==> config.mk <==
export PLATFORM = sky130hd
export DESIGN_NAME = fdci_core
export DESIGN_NICKNAME = d
export VERILOG_FILES = /design/src/hdl/fdci_pkg.sv /design/src/hdl/fdci_core.sv /design/src/hdl/fdci_id_mem.sv
export SDC_FILE = /design/constraint.sdc
export NUM_CORES = 1
export LEC_CHECK = 0
export BUFFER_PORTS_ARGS = -buffer_cell sky130_fd_sc_hd__buf_2
export CAP_MARGIN = 20
export CELL_PAD_IN_SITES_DETAIL_PLACEMENT = 0
export CELL_PAD_IN_SITES_GLOBAL_PLACEMENT = 1
export CORE_MARGIN = 8
export CORE_UTILIZATION = 41
export DETAILED_ROUTE_END_ITERATION = 10
export PLACE_DENSITY_LB_ADDON = 0.1
export SLEW_MARGIN = 20
export SYNTH_ARGS = -nofsm -noshare
export SYNTH_HDL_FRONTEND = slang
export SYNTH_SLANG_ARGS = --single-unit
==> constraint.sdc <==
create_clock -name ref_clk -period 2.4 [get_ports ref_clk]
set_input_delay 0.12 -clock ref_clk [delete_from_list [all_inputs] [get_ports ref_clk]]
set_output_delay 0.12 -clock ref_clk [all_outputs]
set_load 0.02 [all_outputs]
==> src/hdl/fdci_pkg.sv <==
// fdci_pkg: shared types and constants for the disk command interpreter.
// assumes one 25 MHz clock and a host that writes commands as plain strobes.
package fdci_pkg;

  localparam logic [3:0] CMD_TYPE_MASK  = 4'hF;
  localparam logic [3:0] OPC_RESTORE    = 4'h0;
  localparam logic [3:0] OPC_READ_ADDR  = 4'hC;
  localparam logic [3:0] OPC_FORCE_INT  = 4'hD;
  localparam logic [3:0] OPC_READ_TRACK = 4'hE;
  localparam int         ID_BYTES       = 6;
  localparam logic [2:0] ID_LAST        = 3'h5;
  localparam int         BIT_NRDY_RDY   = 0;
  localparam int         BIT_RDY_NRDY   = 1;
  localparam int         BIT_INDEX      = 2;
  localparam int         BIT_IMMED      = 3;
  localparam logic [7:0] STAT_RESET     = 8'h00;
  localparam int         STAT_BUSY      = 0;
  localparam int         STAT_DRQ       = 1;
  localparam int         STAT_NOT_READY = 7;

  typedef enum logic [1:0] {
    FDCI_IDLE  = 2'b00,
    FDCI_TRACK = 2'b01,
    FDCI_ADDR  = 2'b10
  } fdci_state_t;

  // one id field as it comes off the disk, in delivery order
  typedef struct packed {
    logic [7:0] track;
    logic [7:0] side;
    logic [7:0] sector;
    logic [7:0] length_code;
    logic [7:0] crc1;
    logic [7:0] crc2;
  } fdci_id_t;

  // raw byte stream from the separator
  typedef struct packed {
    logic       valid;
    logic       index_mark;
    logic [7:0] data;
  } fdci_disk_t;

  typedef struct packed {
    fdci_state_t state;
    logic [2:0]  id_idx;
    logic        synced;
    logic        irq;
    logic        irq_sticky;
    logic [3:0]  cond;
    logic        ready_prev;
    logic        index_prev;
    logic [7:0]  status;
    logic        drq;
    logic [7:0]  dout;
  } fdci_regs_t;

endpackage : fdci_pkg
==> src/hdl/fdci_core.sv <==
// fdci_core: read-track, read-address and forced-interrupt command handling.
// assumes host strobes are one cycle wide and synchronous to ref_clk.
//
// How it works
// - read track passes every raw disk byte to the data register.
// - bytes before the index mark are flagged not synchronised.
// - read gate is held low through read track.
// - read address gives track, side, sector, length, crc1, crc2 in order.
// - type II/III with drive not ready: refuse, irq, not-ready bit set.
// - force-interrupt low bits pick ready rise, ready fall, index, immediate.
// - force-interrupt always ends the running command and clears busy.
// - an enabled condition raises the irq line.
// - force-interrupt with no conditions ends commands, makes no irq.
// - ordinary irq clears on status read or command write.
// - immediate irq persists until a zero-condition force-interrupt.
// - enabled conditions are ORed and stay armed; each one fires every time.
// - completion clears busy and raises irq; status read drops it.
// - type I commands run even when the drive is not ready.
module fdci_core
  import fdci_pkg::*;
(
  input  wire logic       ref_clk,        // 25 MHz controller clock
  input  wire logic       rst,            // synchronous reset, high
  input  wire logic       cmd_wr,         // command register write strobe
  input  wire logic [7:0] cmd_data,       // command byte
  input  wire logic       status_rd,      // status register read strobe
  input  wire logic       data_rd,        // data register read strobe
  input  wire logic       drive_ready,    // drive ready level
  input  wire logic       index_pulse,    // index hole level
  input  wire fdci_disk_t disk,           // raw byte stream from separator
  input  wire fdci_id_t   id_field,       // decoded id field
  input  wire logic       id_valid,       // id field present, one cycle
  output logic      [7:0] status,         // status register
  output logic      [7:0] data_out,       // data register
  output logic            data_synced,    // data byte taken at or after index mark
  output logic            irq_line,       // interrupt request
  output logic            read_gate,      // read gate to separator
  output logic            busy            // busy bit copy
);
  fdci_regs_t r_r, r_nxt;
  logic [7:0] id_byte;
  logic       id_load;

  fdci_id_mem u_id_mem (
    .ref_clk (ref_clk),
    .load    (id_load),
    .id_in   (id_field),
    .rd_idx  (r_r.id_idx),
    .rd_data (id_byte)
  );

  //////////////////////////////////////////////////////////////////////////
  logic rise_rdy, fall_rdy, idx_edge, cond_hit, is_fi, is_t23, zero_cond;
  logic [3:0] opc;

  always_comb begin
    opc       = cmd_data[7:4];
    is_fi     = cmd_wr && (opc == OPC_FORCE_INT);
    is_t23    = cmd_wr && opc[3] && !is_fi;        // type I has msb clear
    zero_cond = (cmd_data[3:0] == 4'h0);
    rise_rdy  = drive_ready && !r_r.ready_prev;
    fall_rdy  = !drive_ready && r_r.ready_prev;
    idx_edge  = index_pulse && !r_r.index_prev;
    cond_hit  = (r_r.cond[BIT_NRDY_RDY] && rise_rdy)
             || (r_r.cond[BIT_RDY_NRDY] && fall_rdy)
             || (r_r.cond[BIT_INDEX] && idx_edge);
  end

  always_comb begin
    r_nxt            = r_r;
    id_load          = 1'b0;
    r_nxt.ready_prev = drive_ready;
    r_nxt.index_prev = index_pulse;
    // ordinary request drops on status read or command write
    if ((status_rd || cmd_wr) && !r_r.irq_sticky) begin
      r_nxt.irq = 1'b0;
    end
    if (data_rd) begin
      r_nxt.drq = 1'b0;
    end
    case (r_r.state)
      FDCI_TRACK: begin
        if (disk.valid) begin
          if (disk.index_mark) begin
            r_nxt.synced = 1'b1;
          end
          r_nxt.drq  = 1'b1;
          r_nxt.dout = disk.data;
        end
        if (idx_edge && r_r.synced) begin
          r_nxt.state = FDCI_IDLE;                  // one revolution done
          r_nxt.status[STAT_BUSY] = 1'b0;
          r_nxt.irq = 1'b1;
        end
      end
      FDCI_ADDR: begin
        // memory port is registered: a byte lands two edges after id_idx moves
        r_nxt.dout = id_byte;
        if (id_valid && !r_r.synced) begin
          id_load      = 1'b1;
          r_nxt.synced = 1'b1;
          r_nxt.id_idx = 3'h0;
          r_nxt.drq    = 1'b1;
        end else if (r_r.synced && data_rd) begin
          if (r_r.id_idx == ID_LAST) begin
            r_nxt.state = FDCI_IDLE;
            r_nxt.status[STAT_BUSY] = 1'b0;
            r_nxt.irq = 1'b1;
          end else begin
            r_nxt.id_idx = r_r.id_idx + 3'h1;
            r_nxt.drq    = 1'b1;
          end
        end
      end
      FDCI_IDLE: begin
      end
      default: r_nxt.state = FDCI_IDLE;
    endcase
    if (cond_hit) begin
      r_nxt.irq = 1'b1;
    end
    if (is_fi) begin
      r_nxt.state = FDCI_IDLE;
      r_nxt.status[STAT_BUSY] = 1'b0;
      r_nxt.drq   = 1'b0;
      r_nxt.cond  = cmd_data[3:0];
      if (zero_cond) begin
        r_nxt.irq        = cond_hit;
        r_nxt.irq_sticky = 1'b0;
      end
      if (cmd_data[BIT_IMMED]) begin
        r_nxt.irq        = 1'b1;
        r_nxt.irq_sticky = 1'b1;
      end
    end else if (is_t23 && r_r.state == FDCI_IDLE) begin
      r_nxt.status = STAT_RESET;
      if (!drive_ready) begin
        r_nxt.status[STAT_NOT_READY] = 1'b1;
        r_nxt.irq = 1'b1;
      end else if (opc == OPC_READ_ADDR || opc == OPC_READ_TRACK) begin
        r_nxt.state  = (opc == OPC_READ_TRACK) ? FDCI_TRACK : FDCI_ADDR;
        r_nxt.synced = 1'b0;
        r_nxt.status[STAT_BUSY] = 1'b1;
      end else begin
        r_nxt.irq = 1'b1;                            // unsupported: complete at once
      end
    end else if (cmd_wr && !opc[3] && r_r.state == FDCI_IDLE) begin
      r_nxt.status = STAT_RESET;
      r_nxt.status[STAT_NOT_READY] = !drive_ready;
      r_nxt.irq = 1'b1;                              // type I head moves are outside
    end
    r_nxt.status[STAT_DRQ] = r_nxt.drq;
  end

  always_ff @(posedge ref_clk) begin
    if (rst) begin
      // ready history starts low; cond is zero after reset, so that false rise is masked
      r_r <= '{state: FDCI_IDLE, id_idx: 3'h0, synced: 1'b0, irq: 1'b0,
               irq_sticky: 1'b0, cond: 4'h0, ready_prev: 1'b0,
               index_prev: 1'b0, status: STAT_RESET, drq: 1'b0, dout: 8'h00};
    end else begin
      r_r <= r_nxt;
    end
  end

  //////////////////////////////////////////////////////////////////////////
  // one register feeds the data port for both commands
  assign data_out    = r_r.dout;
  assign data_synced = r_r.synced;
  assign status      = r_r.status;
  assign irq_line    = r_r.irq;
  assign busy        = r_r.status[STAT_BUSY];
  assign read_gate   = 1'b0;

  //////////////////////////////////////////////////////////////////////////
  fi_busy_a: assert property (@(posedge ref_clk) disable iff (rst)
    is_fi |=> !busy && r_r.state == FDCI_IDLE)
    else $error("busy not cleared by force interrupt");
  nrdy_refuse_a: assert property (@(posedge ref_clk) disable iff (rst)
    (is_t23 && !drive_ready && r_r.state == FDCI_IDLE) |=> irq_line && status[STAT_NOT_READY]
      && !busy)
    else $error("not ready command not refused");
  rg_low_a: assert property (@(posedge ref_clk) disable iff (rst)
    r_r.state == FDCI_TRACK |-> !read_gate)
    else $error("read gate active in read track");
  cond_irq_a: assert property (@(posedge ref_clk) disable iff (rst)
    (cond_hit && !is_fi) |=> irq_line)
    else $error("enabled condition missed");
  zero_noirq_a: assert property (@(posedge ref_clk) disable iff (rst)
    (is_fi && zero_cond && !cond_hit) |=> !irq_line)
    else $error("zero force interrupt raised irq");
  imm_hold_a: assert property (@(posedge ref_clk) disable iff (rst)
    (irq_line && r_r.irq_sticky && !(is_fi && zero_cond)) |=> irq_line)
    else $error("immediate irq dropped");
  clr_irq_a: assert property (@(posedge ref_clk) disable iff (rst)
    (status_rd && !r_r.irq_sticky && !cond_hit && r_r.state == FDCI_IDLE && !cmd_wr)
      |=> !irq_line)
    else $error("status read did not clear irq");
  idx_once_a: assert property (@(posedge ref_clk) disable iff (rst)
    idx_edge |-> !$past(index_pulse))
    else $error("index edge counted twice");
  t1_runs_a: assert property (@(posedge ref_clk) disable iff (rst)
    (cmd_wr && !opc[3] && r_r.state == FDCI_IDLE) |=> irq_line)
    else $error("type one refused");
  addr_done_a: assert property (@(posedge ref_clk) disable iff (rst)
    (r_r.state == FDCI_ADDR && r_r.synced && data_rd && r_r.id_idx == ID_LAST && !is_fi)
      |=> r_r.state == FDCI_IDLE && irq_line)
    else $error("read address did not end after six bytes");
  wr_clr_a: assert property (@(posedge ref_clk) disable iff (rst)
    (is_fi && !cmd_data[BIT_IMMED] && !zero_cond && !r_r.irq_sticky && !cond_hit
      && r_r.state == FDCI_IDLE) |=> !irq_line)
    else $error("command write did not clear irq");
  trk_byte_a: assert property (@(posedge ref_clk) disable iff (rst)
    (r_r.state == FDCI_TRACK && disk.valid) |=> data_out == $past(disk.data))
    else $error("track byte not passed to data register");
  trk_sync_a: assert property (@(posedge ref_clk) disable iff (rst)
    (r_r.state == FDCI_TRACK && disk.valid && disk.index_mark) |=> data_synced)
    else $error("index mark did not mark stream synchronised");

  rd_addr_c: cover property (@(posedge ref_clk) disable iff (rst)
    r_r.state == FDCI_ADDR ##[1:50] r_r.state == FDCI_IDLE);
  rd_trk_c:  cover property (@(posedge ref_clk) disable iff (rst)
    r_r.state == FDCI_TRACK && disk.index_mark);
  imm_c:     cover property (@(posedge ref_clk) disable iff (rst)
    is_fi && cmd_data[BIT_IMMED]);
  t1_nrdy_c: cover property (@(posedge ref_clk) disable iff (rst)
    cmd_wr && !opc[3] && !drive_ready);
endmodule : fdci_core

==> src/hdl/fdci_id_mem.sv <==
// fdci_id_mem: six-entry id field store, registered read port.
// assumes the id field arrives as one word from the address mark decoder.
module fdci_id_mem
  import fdci_pkg::*;
(
  input  wire logic       ref_clk,  // controller clock
  input  wire logic       load,     // capture a whole id field
  input  wire fdci_id_t   id_in,    // id field from the disk
  input  wire logic [2:0] rd_idx,   // byte index to read
  output logic      [7:0] rd_data   // registered byte out
);
  logic [7:0] mem [ID_BYTES];
  logic [7:0] flat [ID_BYTES];

  assign flat[0] = id_in.track;
  assign flat[1] = id_in.side;
  assign flat[2] = id_in.sector;
  assign flat[3] = id_in.length_code;
  assign flat[4] = id_in.crc1;
  assign flat[5] = id_in.crc2;

  genvar g;
  generate
    for (g = 0; g < ID_BYTES; g++) begin : g_ent
      always_ff @(posedge ref_clk) begin
        if (load) begin
          mem[g] <= flat[g];
        end
      end
    end
  endgenerate

  always_ff @(posedge ref_clk) begin
    rd_data <= (rd_idx <= ID_LAST) ? mem[rd_idx] : 8'h00;
  end
endmodule : fdci_id_mem

-- Word level (Yosys, flattened, before mapping)
Memories as Yosys holds them, arrays and structs flattened. A register that Yosys moved wholly into a read port is not among the register bits.
Cells that the tools add are included.
- memories: 1
- RAM bits: 48
- bits in registers: 29
- word-level logic and storage cells: 119
- bits of input ports: 74
- reduce and logical (&&, ||, !) cells: 41
- order comparisons: 1
- add/sub/neg operators: 1
- bitwise operators: 1
- mux-type cells: 50
- equal/unequal tests: 12
- memory list (name ; depth ; bits a word ; read ports ; clocked after Yosys merged registers in ; write ports ; line ; source):
    u_id_mem.mem ; 6 ; 8 ; 1 ; 1 ; 6 ; fdci_id_mem.sv:12 ; logic [7:0] mem [ID_BYTES];
- operators with widths (kind ; count):
    1-bit 2-to-1 mux ; 31
    2-bit 2-to-1 mux ; 10
    10-bit case mux with 2 select lines ; 1
    1-bit logical AND ; 16
    8-bit 2-to-1 mux ; 2
    4-bit != test (second input constant) ; 4
    4-bit == test (second input constant) ; 3
    9-bit 2-to-1 mux ; 1
    1-bit logical NOT ; 8
    2-bit nonzero test ; 4
    3-bit 2-to-1 mux ; 2
    2-bit case mux with 3 select lines ; 1
    2-bit AND reduction ; 3
    5-bit 2-to-1 mux ; 1
    5-bit AND reduction ; 1
    4-bit logical NOT ; 1
    1-bit logical OR ; 4
    2-bit != test (second input constant) ; 2
    2-bit case mux with 2 select lines ; 1
    4-bit nonzero test ; 1
    3-bit by 1-bit adder with 3-bit output (second input constant) ; 1
    3-bit == test (second input constant) ; 1
    3-bit less-or-equal comparator (second input constant) ; 1
    3-bit AND reduction ; 1
    5 further kinds ; 5

-- Logic depth before layout (Yosys ltp)
Gate-level depths: netlist of run 1.
- depth after elaboration: 12
- depth in mapped cells: 7
- gate-level depth less buffers: 6

-- By module
A second synthesis of run 1 with hierarchy kept.
- cells, all modules: 271
- area total of the unflattened synthesis: 3437.0 sq um
- modules (own cells, without submodules) (module ; cells each ; area each (sq um) ; instances):
    fdci_id_mem ; 103 ; 2024.4 ; 1
    fdci_core ; 168 ; 1412.6 ; 1

-- Worst setup path after synthesis of run 1
OpenSTA, ideal clock, no wires.
- path kind: flip-flop to flip-flop
- from: register r_r[29] (netlist name)
- to: register r_r[28] (netlist name)
- period minus slack after synthesis: 2.170 ns
- arrival: 2.078 ns
- required time: 2.308 ns
- stages on the path, launching flop included: 7
- path buffers: 0
- slack: 0.230 ns
- library setup time: 0.092 ns
- path through: dfxtp_1 -> inv_1 -> ha_1 -> and3b_2 -> a41oi_2 -> or3_1 -> a211oi_1
- longest elaborated chain between the ends: 2
- ends and longest elaborated chain (item ; line ; source):
    from (decl) ; fdci_core.sv:40 ; fdci_regs_t r_r, r_nxt;
    from (signal assigned) ; fdci_core.sv:158 ; r_r <= '{state: FDCI_IDLE, id_idx: 3'h0, synced: 1'b0, irq: 1'b0,
    from (signal assigned) ; fdci_core.sv:162 ; r_r <= r_nxt;
    2-bit == test ; fdci_core.sv:81 ; case (r_r.state)
    3-bit AND reduction (no source line) ; n/a ;
Every way passes these cells.
A chain may end at the register's enable or synchronous reset.

-- Worst setup path after layout of run 1
- from: register r_r[30] (netlist name)
- to: register r_r, in the netlist data_out[4]
- longest elaborated chain between the ends: 3
- elaborated cells on any way between the ends: 6
- classes of those cells: eq/ne (3); mux (1); reduce/logical (2)
- ends and longest elaborated chain (item ; line):
    2-bit by 1-bit == test with 1-bit output / 2-bit == test (equally long branches) ; fdci_core.sv:81
    2-bit != test (no source line) / 2-bit nonzero test (equally long branches) ; n/a
    2-bit AND reduction (no source line) ; n/a
Parallel ways exist; a longest one is shown, timed or not.

==> impl_metrics.yaml, run 1 <==
outcome:
  outcome: "finished clean"
floorplan:
  die_height_um: 107
  rows: 33
  dieArea_mm2: 0.0114
  core_area_mm2: 0.00809
  die_x_um: 107
  io_pins: 94
  start_util_pct: 41.8
logic_synthesis:
  synth_flop_cell: "edfxtp_1"
  seq_area_frac_synth_pct: 61.6
  synth_edf_count: 48
  synth.distinct_cells: 45
  synth.top_cells.by_count: "edfxtp_1 (48), dfxtp_1 (32), nor2_1 (24)"
  synth_top_area_share_pct: 42.6
  async_flop_share_pct: 0
  synth.area.top_cells: "edfxtp_1 (43%), dfxtp_1 (19%), mux4_2 (5.3%)"
  netlist_instances: 256
  synth_area_leader_cell: "edfxtp_1"
  synth_warnings: 0
  synth_most_common_cell: "edfxtp_1"
  synth_area_per_cell_um2: 13.2
  netlist_area_mm2: 0.00338
  ys_seq_elements: 80
setup_path:
  cp-end-kind: "register"
  start_kind: "register"
  cp.arrival_ns: 2.10
  crit_top_cell: "inv_1"
  slowest_stage: "o21ai_1"
  critPathMaxFanout: 13
  crit_chain: "inv_1 > ha_1 > inv_1 > o21ai_1 > a2bb2oi_1 > nor2_1"
  required_ns: 2.63
  critical-path-max-stage-delay_ns: 0.46
  worstSetupPathType: "reg2reg"
finish:
  utilization_pct: 55.9
  area_growth_pct: 33.8
  antennaDiodeCount: 0
  stdcell_count: 497
  drive_above_1_share_pct: 30.9
  nets: 468
clocking:
  cts_num_sinks: 80
  path_clk_slew_ns: 0.09
  cts_tree: "yes"
  h-tree-depth: 3
  clk_latency_ns: 0.35
  clk_path_buf_depth: 2
  cts-root-buf: "clkbuf_8"
  postCtsSetupBuffers: 0
  cts_inserted_buffers: 9
timing:
  setup_viol: 0
  slew_violations: 0
  clock_skew_ns: 0.0103
  max_freq_mhz: 536
  rsz0062_at_grt: "no"
  min_period_ns: 1.87
  slew_headroom_pct: 59.6
  fin_hold_ws_ns: 0.0218
  finalHoldViolCount: 0
  worst_pin_slew_ns: 0.605
  fin_crit_sh_pct: 77.8
  tns_ns: 0
worst_hold_path:
  min_path_type: "in2reg"
detailed_routing:
  wl_per_cell_um: 15.4
  detail-route-antenna-nets: 0
  firstDrtPassIters: 4
  routed_wl_mm: 7.65
  vias: 2419
  drt-vias-per-instance: 4.87
  drc: 0
  drt_iter0_drc: 135
global_routing:
  grt_pass1_vias: 2626
  antenna_found_initial: 0
  grt_pass1_wl_mm: 12.6
  grt.total_usage_pct: 13.9
  grt_max_degree: 50
  overflow: 0
placed_design:
  dp.cells: 431
  hpwl_mm: 5.23
  io_buffers: 87
  gp_congestion: 0.754
pwr:
  ir_drop_uv: 353
  p_sw_uw: 590
  clockPowerShare_pct: 37.5
  p_int_uw: 2050
  p_leak_uw: 0.00170
  p_seq_share_pct: 55.4
  p_per_area_mw_per_mm2: 585
  switching_share_pct: 22.3
  combinationalPowerShare_pct: 7.1
job:
  max_cap_viol_count: 0
==> cell type report <==
| cell class | instances | area [µm²] |
|---|---|---|
| clock inverter | 7 | 71.3 |
| clock buffer | 9 | 124 |
| multi-input combinational | 144 | 1100 |
| sequential | 80 | 2080 |
| timing repair buffer | 143 | 981 |
| fill | 717 | 3570 |
| tap | 105 | 131 |
| inverter | 9 | 33.8 |
==> metal layers <==
layer	track usage (%)	routed length, µm	up-vias
met3	4.56	571	14
li1	-	-	1206
met4	6.43	142	0
met1	16.5	3410	1119
met5	0	0	-
met2	22.3	3530	80
==> repair_timing <==
action                     4_1_cts  5_1_grt
hold endpoints to repair        50        0
gates resized for setup          0        0
setup endpoints to repair        0        0
hold buffers                    50        0
==> worst max-delay path, delay by kind of cell, from the launching register on <==
kind,cells,cell delay [ns]
AOI/OAI and AO/OA,2,0.69
adders and majority gates,1,0.41
and+or+nand+nor,1,0.05
DFF,1,0.35
buffers and inverters,2,0.25
==> final timing paths <==
path                                   from  slack, ns           to  cells after the start
worst min-delay path            cmd_data[0]       0.02      r_r[19]                      3
worst min register to register      r_r[21]       0.47      r_r[21]                      2
worst max-delay path                r_r[30]       0.53  data_out[4]                      6
worst max register to register      r_r[30]       0.53  data_out[4]                      6
==> cells in the final DEF (no fill, tap or decap), types with 8 or more instances in the layout <==
cell type,n
buf_2,87
dlygate4sd3_1,50
edfxtp_1,48
dfxtp_1,32
nor2_1,24
a211oi_1,11
nand2_1,10
inv_1,9
a22oi_1,9
mux2i_1,9
clkbuf_8,9
a2bb2oi_1,8
mux4_2,8
==> kinds of logic after synthesis <==
kind of cell / after synthesis / synth area share (%)
flops: 80 / 61.6
buf+inv: 37 / 6.44
other cells: 1 / 0.111
fa+ha+maj: 7 / 2.59
mux: 17 / 7.99
compound gates: 52 / 11.6
simple gates: 62 / 9.70
==> power groups by stage <==
stage / combinational, µW / sequential, µW / clock, µW
after floorplan: 56.0 / 1500 / 0
after global placement: 123 / 1500 / 0
after detailed placement: 123 / 1500 / 0
after CTS: 185 / 1470 / 1020
after global routing: 203 / 1470 / 1060
final: 187 / 1470 / 991
==> sequential cells by signal, indices dropped and copies added, names as in the netlist <==
signal / cells
u_id_mem.mem: 48
r_r: 11
data_out: 8
u_id_mem.rd_data: 8
status: 3
data_synced: 1
irq_line: 1
==> per-stage QoR <==
stage                     power (µW)  worst slack, ns  instance area, µm²
after floorplan                 1550            0.230                3400
after global placement          1620            0.609                3830
after detailed placement        1620            0.525                3830
after CTS                       2670            0.509                4520
after global routing            2730            0.298                4520
final                           2640            0.534                4520
Power figures use the tool's default switching activity.
==> run 2: changes to the inputs <==
Settings changed: ABC_AREA from default to 1, CORE_UTILIZATION 41 to 36.
Clock period 2.4 ns to 1.6 ns, I/O delays scaled along.
==> run 2 against run 1 <==
Effect of this change:
- utilization fell by 6.4 points
- worst hold slack worse by 0.0057 ns
- wire length increased by 13%
- largest power group unchanged
- clock skew increased by 0.0017 ns
- cell area increased by 5.5%
- critical path type unchanged
==> impl_metrics.yaml, run 2 <==
finish:
  final_common_cell: "buf_2"
  largest_register: "u_id_mem.mem"
  drive_above_1_share_pct: 27.7
  area_growth_pct: 35.4
  layout_common_cells: "buf_2 (87), nand2_1 (55), nor2_1 (54)"
  reg_top3: "u_id_mem.mem x48, r_r x11"
  largest_reg_flops: 48
  antennaDiodeCount: 0
  utilization_pct: 49.5
  nets: 563
clocking:
  clk_latency_ns: 0.34
  cts_tree: "yes"
  clk_path_buf_depth: 2
  cts_num_sinks: 80
  cts_inserted_buffers: 9
  h-tree-depth: 3
  path_clk_slew_ns: 0.09
  post_cts_resized: 0
  cts-root-buf: "clkbuf_8"
setup_path:
  start_kind: "register"
  critPathTopFamily: "flip-flops"
  crit_chain: "inv_1 > ha_1 > inv_1 > nor3_1 > inv_1 > nand3b_1 > a21oi_1"
  reg2reg_slack_ns: 0.08
  worstSetupPathType: "reg2reg"
  cp-startpoint: "r_r[30]"
  cp-end-kind: "register"
  cp.arrival_ns: 1.75
  r2r-start: "r_r[30]"
  critPathMaxFanout: 4
  required_ns: 1.83
  worst-path-buf-inv: 3
  crit_top_cell: "inv_1"
  critical-path-max-stage-delay_ns: 0.37
  slowest_stage: "dfxtp_2"
pwr:
  p_per_area_mw_per_mm2: 886
  p_int_uw: 3310
  p_sw_uw: 916
  switching_share_pct: 21.7
  ir_drop_uv: 497
  clockPowerShare_pct: 39.9
  combinationalPowerShare_pct: 7.8
  p_seq_share_pct: 52.3
  p_total_uw: 4230
  p_leak_uw: 0.00199
placed_design:
  gp_congestion: 0.734
  io_buffers: 87
  pre_cts_ws_ns: 0.0890
  hpwl_mm: 6.12
logic_synthesis:
  synth_flop_cell: "edfxtp_1"
  async_flop_share_pct: 0
  netlist_instances: 349
  synth.distinct_cells: 33
  synth_area_per_cell_um2: 10.1
  ys_seq_elements: 80
  synth_edf_count: 48
  synth.area.top_cells: "edfxtp_1 (41%), dfxtp_1 (18%), nand2_1 (6.0%)"
  synth_top_area_share_pct: 40.9
  synth.top_cells.by_count: "nand2_1 (56), nor2_1 (54), edfxtp_1 (48)"
  synth_area_leader_cell: "edfxtp_1"
  netlist_area_mm2: 0.00352
  synth_warnings: 0
  seq_area_frac_synth_pct: 59.1
  synth_most_common_cell: "nand2_1"
timing:
  fin_hold_ws_ns: 0.0160
  slew_violations: 0
  tns_ns: 0
  setup_viol: 0
  clock_skew_ns: 0.0120
  max_freq_mhz: 660
  fin_crit_sh_pct: 94.7
  min_period_ns: 1.52
  finalHoldViolCount: 0
  rsz0062_at_grt: "yes"
  timing.final.ws_setup_ns: 0.0841
outcome:
  outcome: "finished clean"
detailed_routing:
  firstDrtPassIters: 4
  drc: 0
  drt-vias-per-instance: 4.44
  detail-route-antenna-nets: 0
  vias: 2751
  drt_iter0_drc: 129
  wl_per_cell_um: 14.0
  routed_wl_mm: 8.68
floorplan:
  core_area_mm2: 0.00964
  die_height_um: 115
  start_util_pct: 36.6
  dieArea_mm2: 0.0132
  rows: 36
  io_pins: 94
  die_x_um: 115
global_routing:
  grt_pass1_wl_mm: 13.8
  overflow: 0
  antenna_found_initial: 0
  grt_max_degree: 32
  grt.total_usage_pct: 13.4
  grt_pass1_vias: 2923
job:
  max_cap_viol_count: 0
worst_hold_path:
  hold_start: "cmd_data[0]"
  min_path_type: "in2reg"
-- run 2: cell types whose count changed in the layout (fill, tap and decap cells not counted), moves of 5 or more --
cell | previous run | this run
nand2_1 | 10 | 55
nor2_1 | 24 | 54
o21ai_0 | 2 | 32
a21oi_1 | 7 | 26
a211oi_1 | 11 | 0
a22oi_1 | 9 | 0
mux2i_1 | 9 | 0
a22o_1 | 0 | 8
a2bb2oi_1 | 8 | 0
mux4_2 | 8 | 0
o22ai_1 | 0 | 8
inv_2 | 0 | 5
-- run 2: cell families (layout without fill, tap and decap cells) --
family / count (synthesis) / in the layout / share of synthesized area (%)
other cells: 1 / 6 / 0.106
simple gates: 134 / 134 / 16.8
flops: 80 / 80 / 59.1
buf+inv: 49 / 182 / 8.81
compound gates: 78 / 78 / 12.7
fa+ha+maj: 7 / 7 / 2.49
-- run 2: worst paths after layout --
path                      end  depth (start not counted)
hold / removal        r_r[19]                          3
setup reg to reg    status[1]                          7
setup / recovery    status[1]                          7
hold reg to reg   data_out[5]                          2
-- run 2: routing by layer --
| metal | wire length [µm] | GRT usage [%] | vias up |
|---|---|---|---|
| met2 | 4180 | 22.8 | 81 |
| met5 | 0 | 0 | - |
| met1 | 3880 | 15.8 | 1233 |
| met3 | 529 | 3.78 | 8 |
| met4 | 86 | 4.47 | 0 |
| li1 | - | - | 1429 |
-- run 2: through the flow --
| step | instance area (µm²) | instances |
|---|---|---|
| after CTS | 4770 | 620 |
| final | 4770 | 620 |
| after floorplan | 3570 | 354 |
| after global placement | 4040 | 554 |
| after global routing | 4770 | 620 |
| after detailed placement | 4040 | 554 |
-- run 2: power groups by stage --
stage | Clock, µW | Combinational [µW] | Sequential, µW
2_1_floorplan | 0 | 118 | 2260
3_3_place_gp | 0 | 236 | 2260
3_5_place_dp | 0 | 237 | 2260
4_1_cts | 1730 | 330 | 2210
5_1_grt | 1820 | 359 | 2210
6_report | 1690 | 329 | 2210
-- run 2: area by class of cell --
class | count | area [µm²]
multi-input cells | 225 | 1170
inverters | 21 | 91.3
fillers | 925 | 4870
clock inverters | 4 | 55.1
flip-flops and latches | 80 | 2080
clock buffers | 12 | 178
repair buffers | 145 | 1020
well taps | 133 | 166
-- run 2: tightest hold or removal path, cell delays in order --
cell     delay, ns
buf_2         0.08
o21ai_0       0.08
nor2_1        0.07
-- run 2: timing repair --
action                     CTS  global route
hold endpoints to repair    50             0
setup buffers                0             0
hold buffers                50             0
setup endpoints to repair    0             6
==> run 3: changes to the inputs <==
Settings changed: RECOVER_POWER from default to 50.
==> run 3 against run 2 <==
Effect of this change:
- worst setup slack is essentially flat
- cell count is the same
- clock-buffer cell count is the same
- worst hold slack lost 0.0015 ns
- critical path type unchanged
==> impl_metrics.yaml, run 3 (synthesis gave the netlist of run 2 again) <==
outcome:
  outcome: "finished clean"
global_routing:
  overflow: 0
  grt_max_degree: 32
  grt_pass1_wl_mm: 13.8
  antenna_found_initial: 0
  grt_pass1_vias: 2923
  grt.total_usage_pct: 13.4
setup_path:
  cp-end-kind: "register"
  cp.arrival_ns: 1.75
  required_ns: 1.83
  start_kind: "register"
  worstSetupPathType: "reg2reg"
  critPathMaxFanout: 4
detailed_routing:
  top_layer: "met4"
  wl_met3_um: 540
  drt-met1-wl_mm: 3.89
  route.met2.wl_mm: 4.18
  drt_iter0_drc: 120
  vias: 2764
  firstDrtPassIters: 4
  wl_per_cell_um: 14.0
  routed_wl_mm: 8.70
  drt-vias-per-instance: 4.46
  detail-route-antenna-nets: 0
  drc: 0
clocking:
  clk_path_buf_depth: 2
  h-tree-depth: 3
  clk_latency_ns: 0.34
  cts-root-buf: "clkbuf_8"
  cts_tree: "yes"
  cts_inserted_buffers: 9
  path_clk_slew_ns: 0.09
  cts_num_sinks: 80
  post_cts_resized: 0
pwr:
  ir_drop_uv: 496
  p_leak_uw: 0.00192
  p_total_uw: 4230
  p_per_area_mw_per_mm2: 891
finish:
  drive_above_1_share_pct: 23.8
  utilization_pct: 49.2
  final_area_mm2: 0.00475
  fillers: 938
  reg_top3: "u_id_mem.mem x48, r_r x11"
  antennaDiodeCount: 0
  layout_common_cells: "buf_2 (67), nand2_1 (55), nor2_1 (54)"
  largest_reg_flops: 48
  multi_input_area_mm2: 0.00117
  seq_area_mm2: 0.00208
  area_growth_pct: 34.7
  nets: 563
  largest_register: "u_id_mem.mem"
  final_common_cell: "buf_2"
floorplan:
  core_area_mm2: 0.00964
  rows: 36
  die_x_um: 115
  start_util_pct: 36.6
  dieArea_mm2: 0.0132
  io_pins: 94
  die_height_um: 115
timing:
  rsz0062_at_grt: "yes"
  min_period_ns: 1.52
  clock_skew_ns: 0.0121
  slew_violations: 0
  finalHoldViolCount: 0
  fin_crit_sh_pct: 94.8
  tns_ns: 0
  timing.final.ws_setup_ns: 0.0836
  max_freq_mhz: 659
  setup_viol: 0
worst_hold_path:
  min_path_type: "in2reg"
placed_design:
  place_area_mm2: 0.00404
  pre_cts_ws_ns: 0.0890
  io_buffers: 87
  gp_congestion: 0.734
  hpwl_mm: 6.12
job:
  max_cap_viol_count: 0
[run 3: changes by cell type in the layout (fill, tap and decap cells not counted), sizes merged]
cell,previous run,this run
buf,95,75
clkbuf,12,32
[run 3: power breakdown]
| group | switching, µW | leakage (µW) | internal [µW] | total (µW) |
|---|---|---|---|---|
| registers | 9.30 | 0.000695 | 2200 | 2210 |
| logic | 147 | 0.00111 | 178 | 325 |
| clock network | 763 | 0.000119 | 926 | 1690 |
| total | 920 | 0.00192 | 3310 | 4230 |
[run 3: repair_timing]
action,4_1_cts,5_1_grt
hold buffers,50,0
setup buffers,0,0
setup endpoints to repair,0,6
endpoints found under the hold margin,50,0
[run 3: final cells by class]
| cell class | count | area share (%) |
|---|---|---|
| multi-input cells | 225 | 24.7 |
| repair buffers | 145 | 21.0 |
| well taps | 133 | 3.51 |
| clock buffers | 12 | 3.74 |
| flip-flops and latches | 80 | 43.9 |
| clock inverters | 4 | 1.16 |
| inverters | 21 | 1.92 |
[run 3: path summary, 6_finish.rpt]
kind | startpoint | endpoint | slack (ns) | cells past startpoint
max | r_r[30] | status[1] | 0.08 | 7
min | cmd_data[0] | r_r[19] | 0.01 | 3
max reg2reg | r_r[30] | status[1] | 0.08 | 7
min reg2reg | data_out[5] | data_out[5] | 0.47 | 2
[run 3: layer usage]
layer | GRT usage, % | vias up
met5 | 0 | -
met4 | 4.47 | 0
met3 | 3.78 | 8
met2 | 22.8 | 78
met1 | 15.8 | 1248
li1 | - | 1430
[run 3: worst max-delay path: stages, from the launching register on]
cell and delay (ns):
dfxtp_2 0.37, inv_1 0.09, ha_1 0.32, inv_1 0.12, nor3_1 0.25, inv_1 0.10
nand3b_1 0.09, a21oi_1 0.07
[run 3: stage by stage]
step	hold WS [ns]	std cells
2_1_floorplan	0.170	354
3_3_place_gp	0.257	554
3_5_place_dp	0.258	554
4_1_cts	0.00291	620
5_1_grt	0.00648	620
6_report	0.0145	620
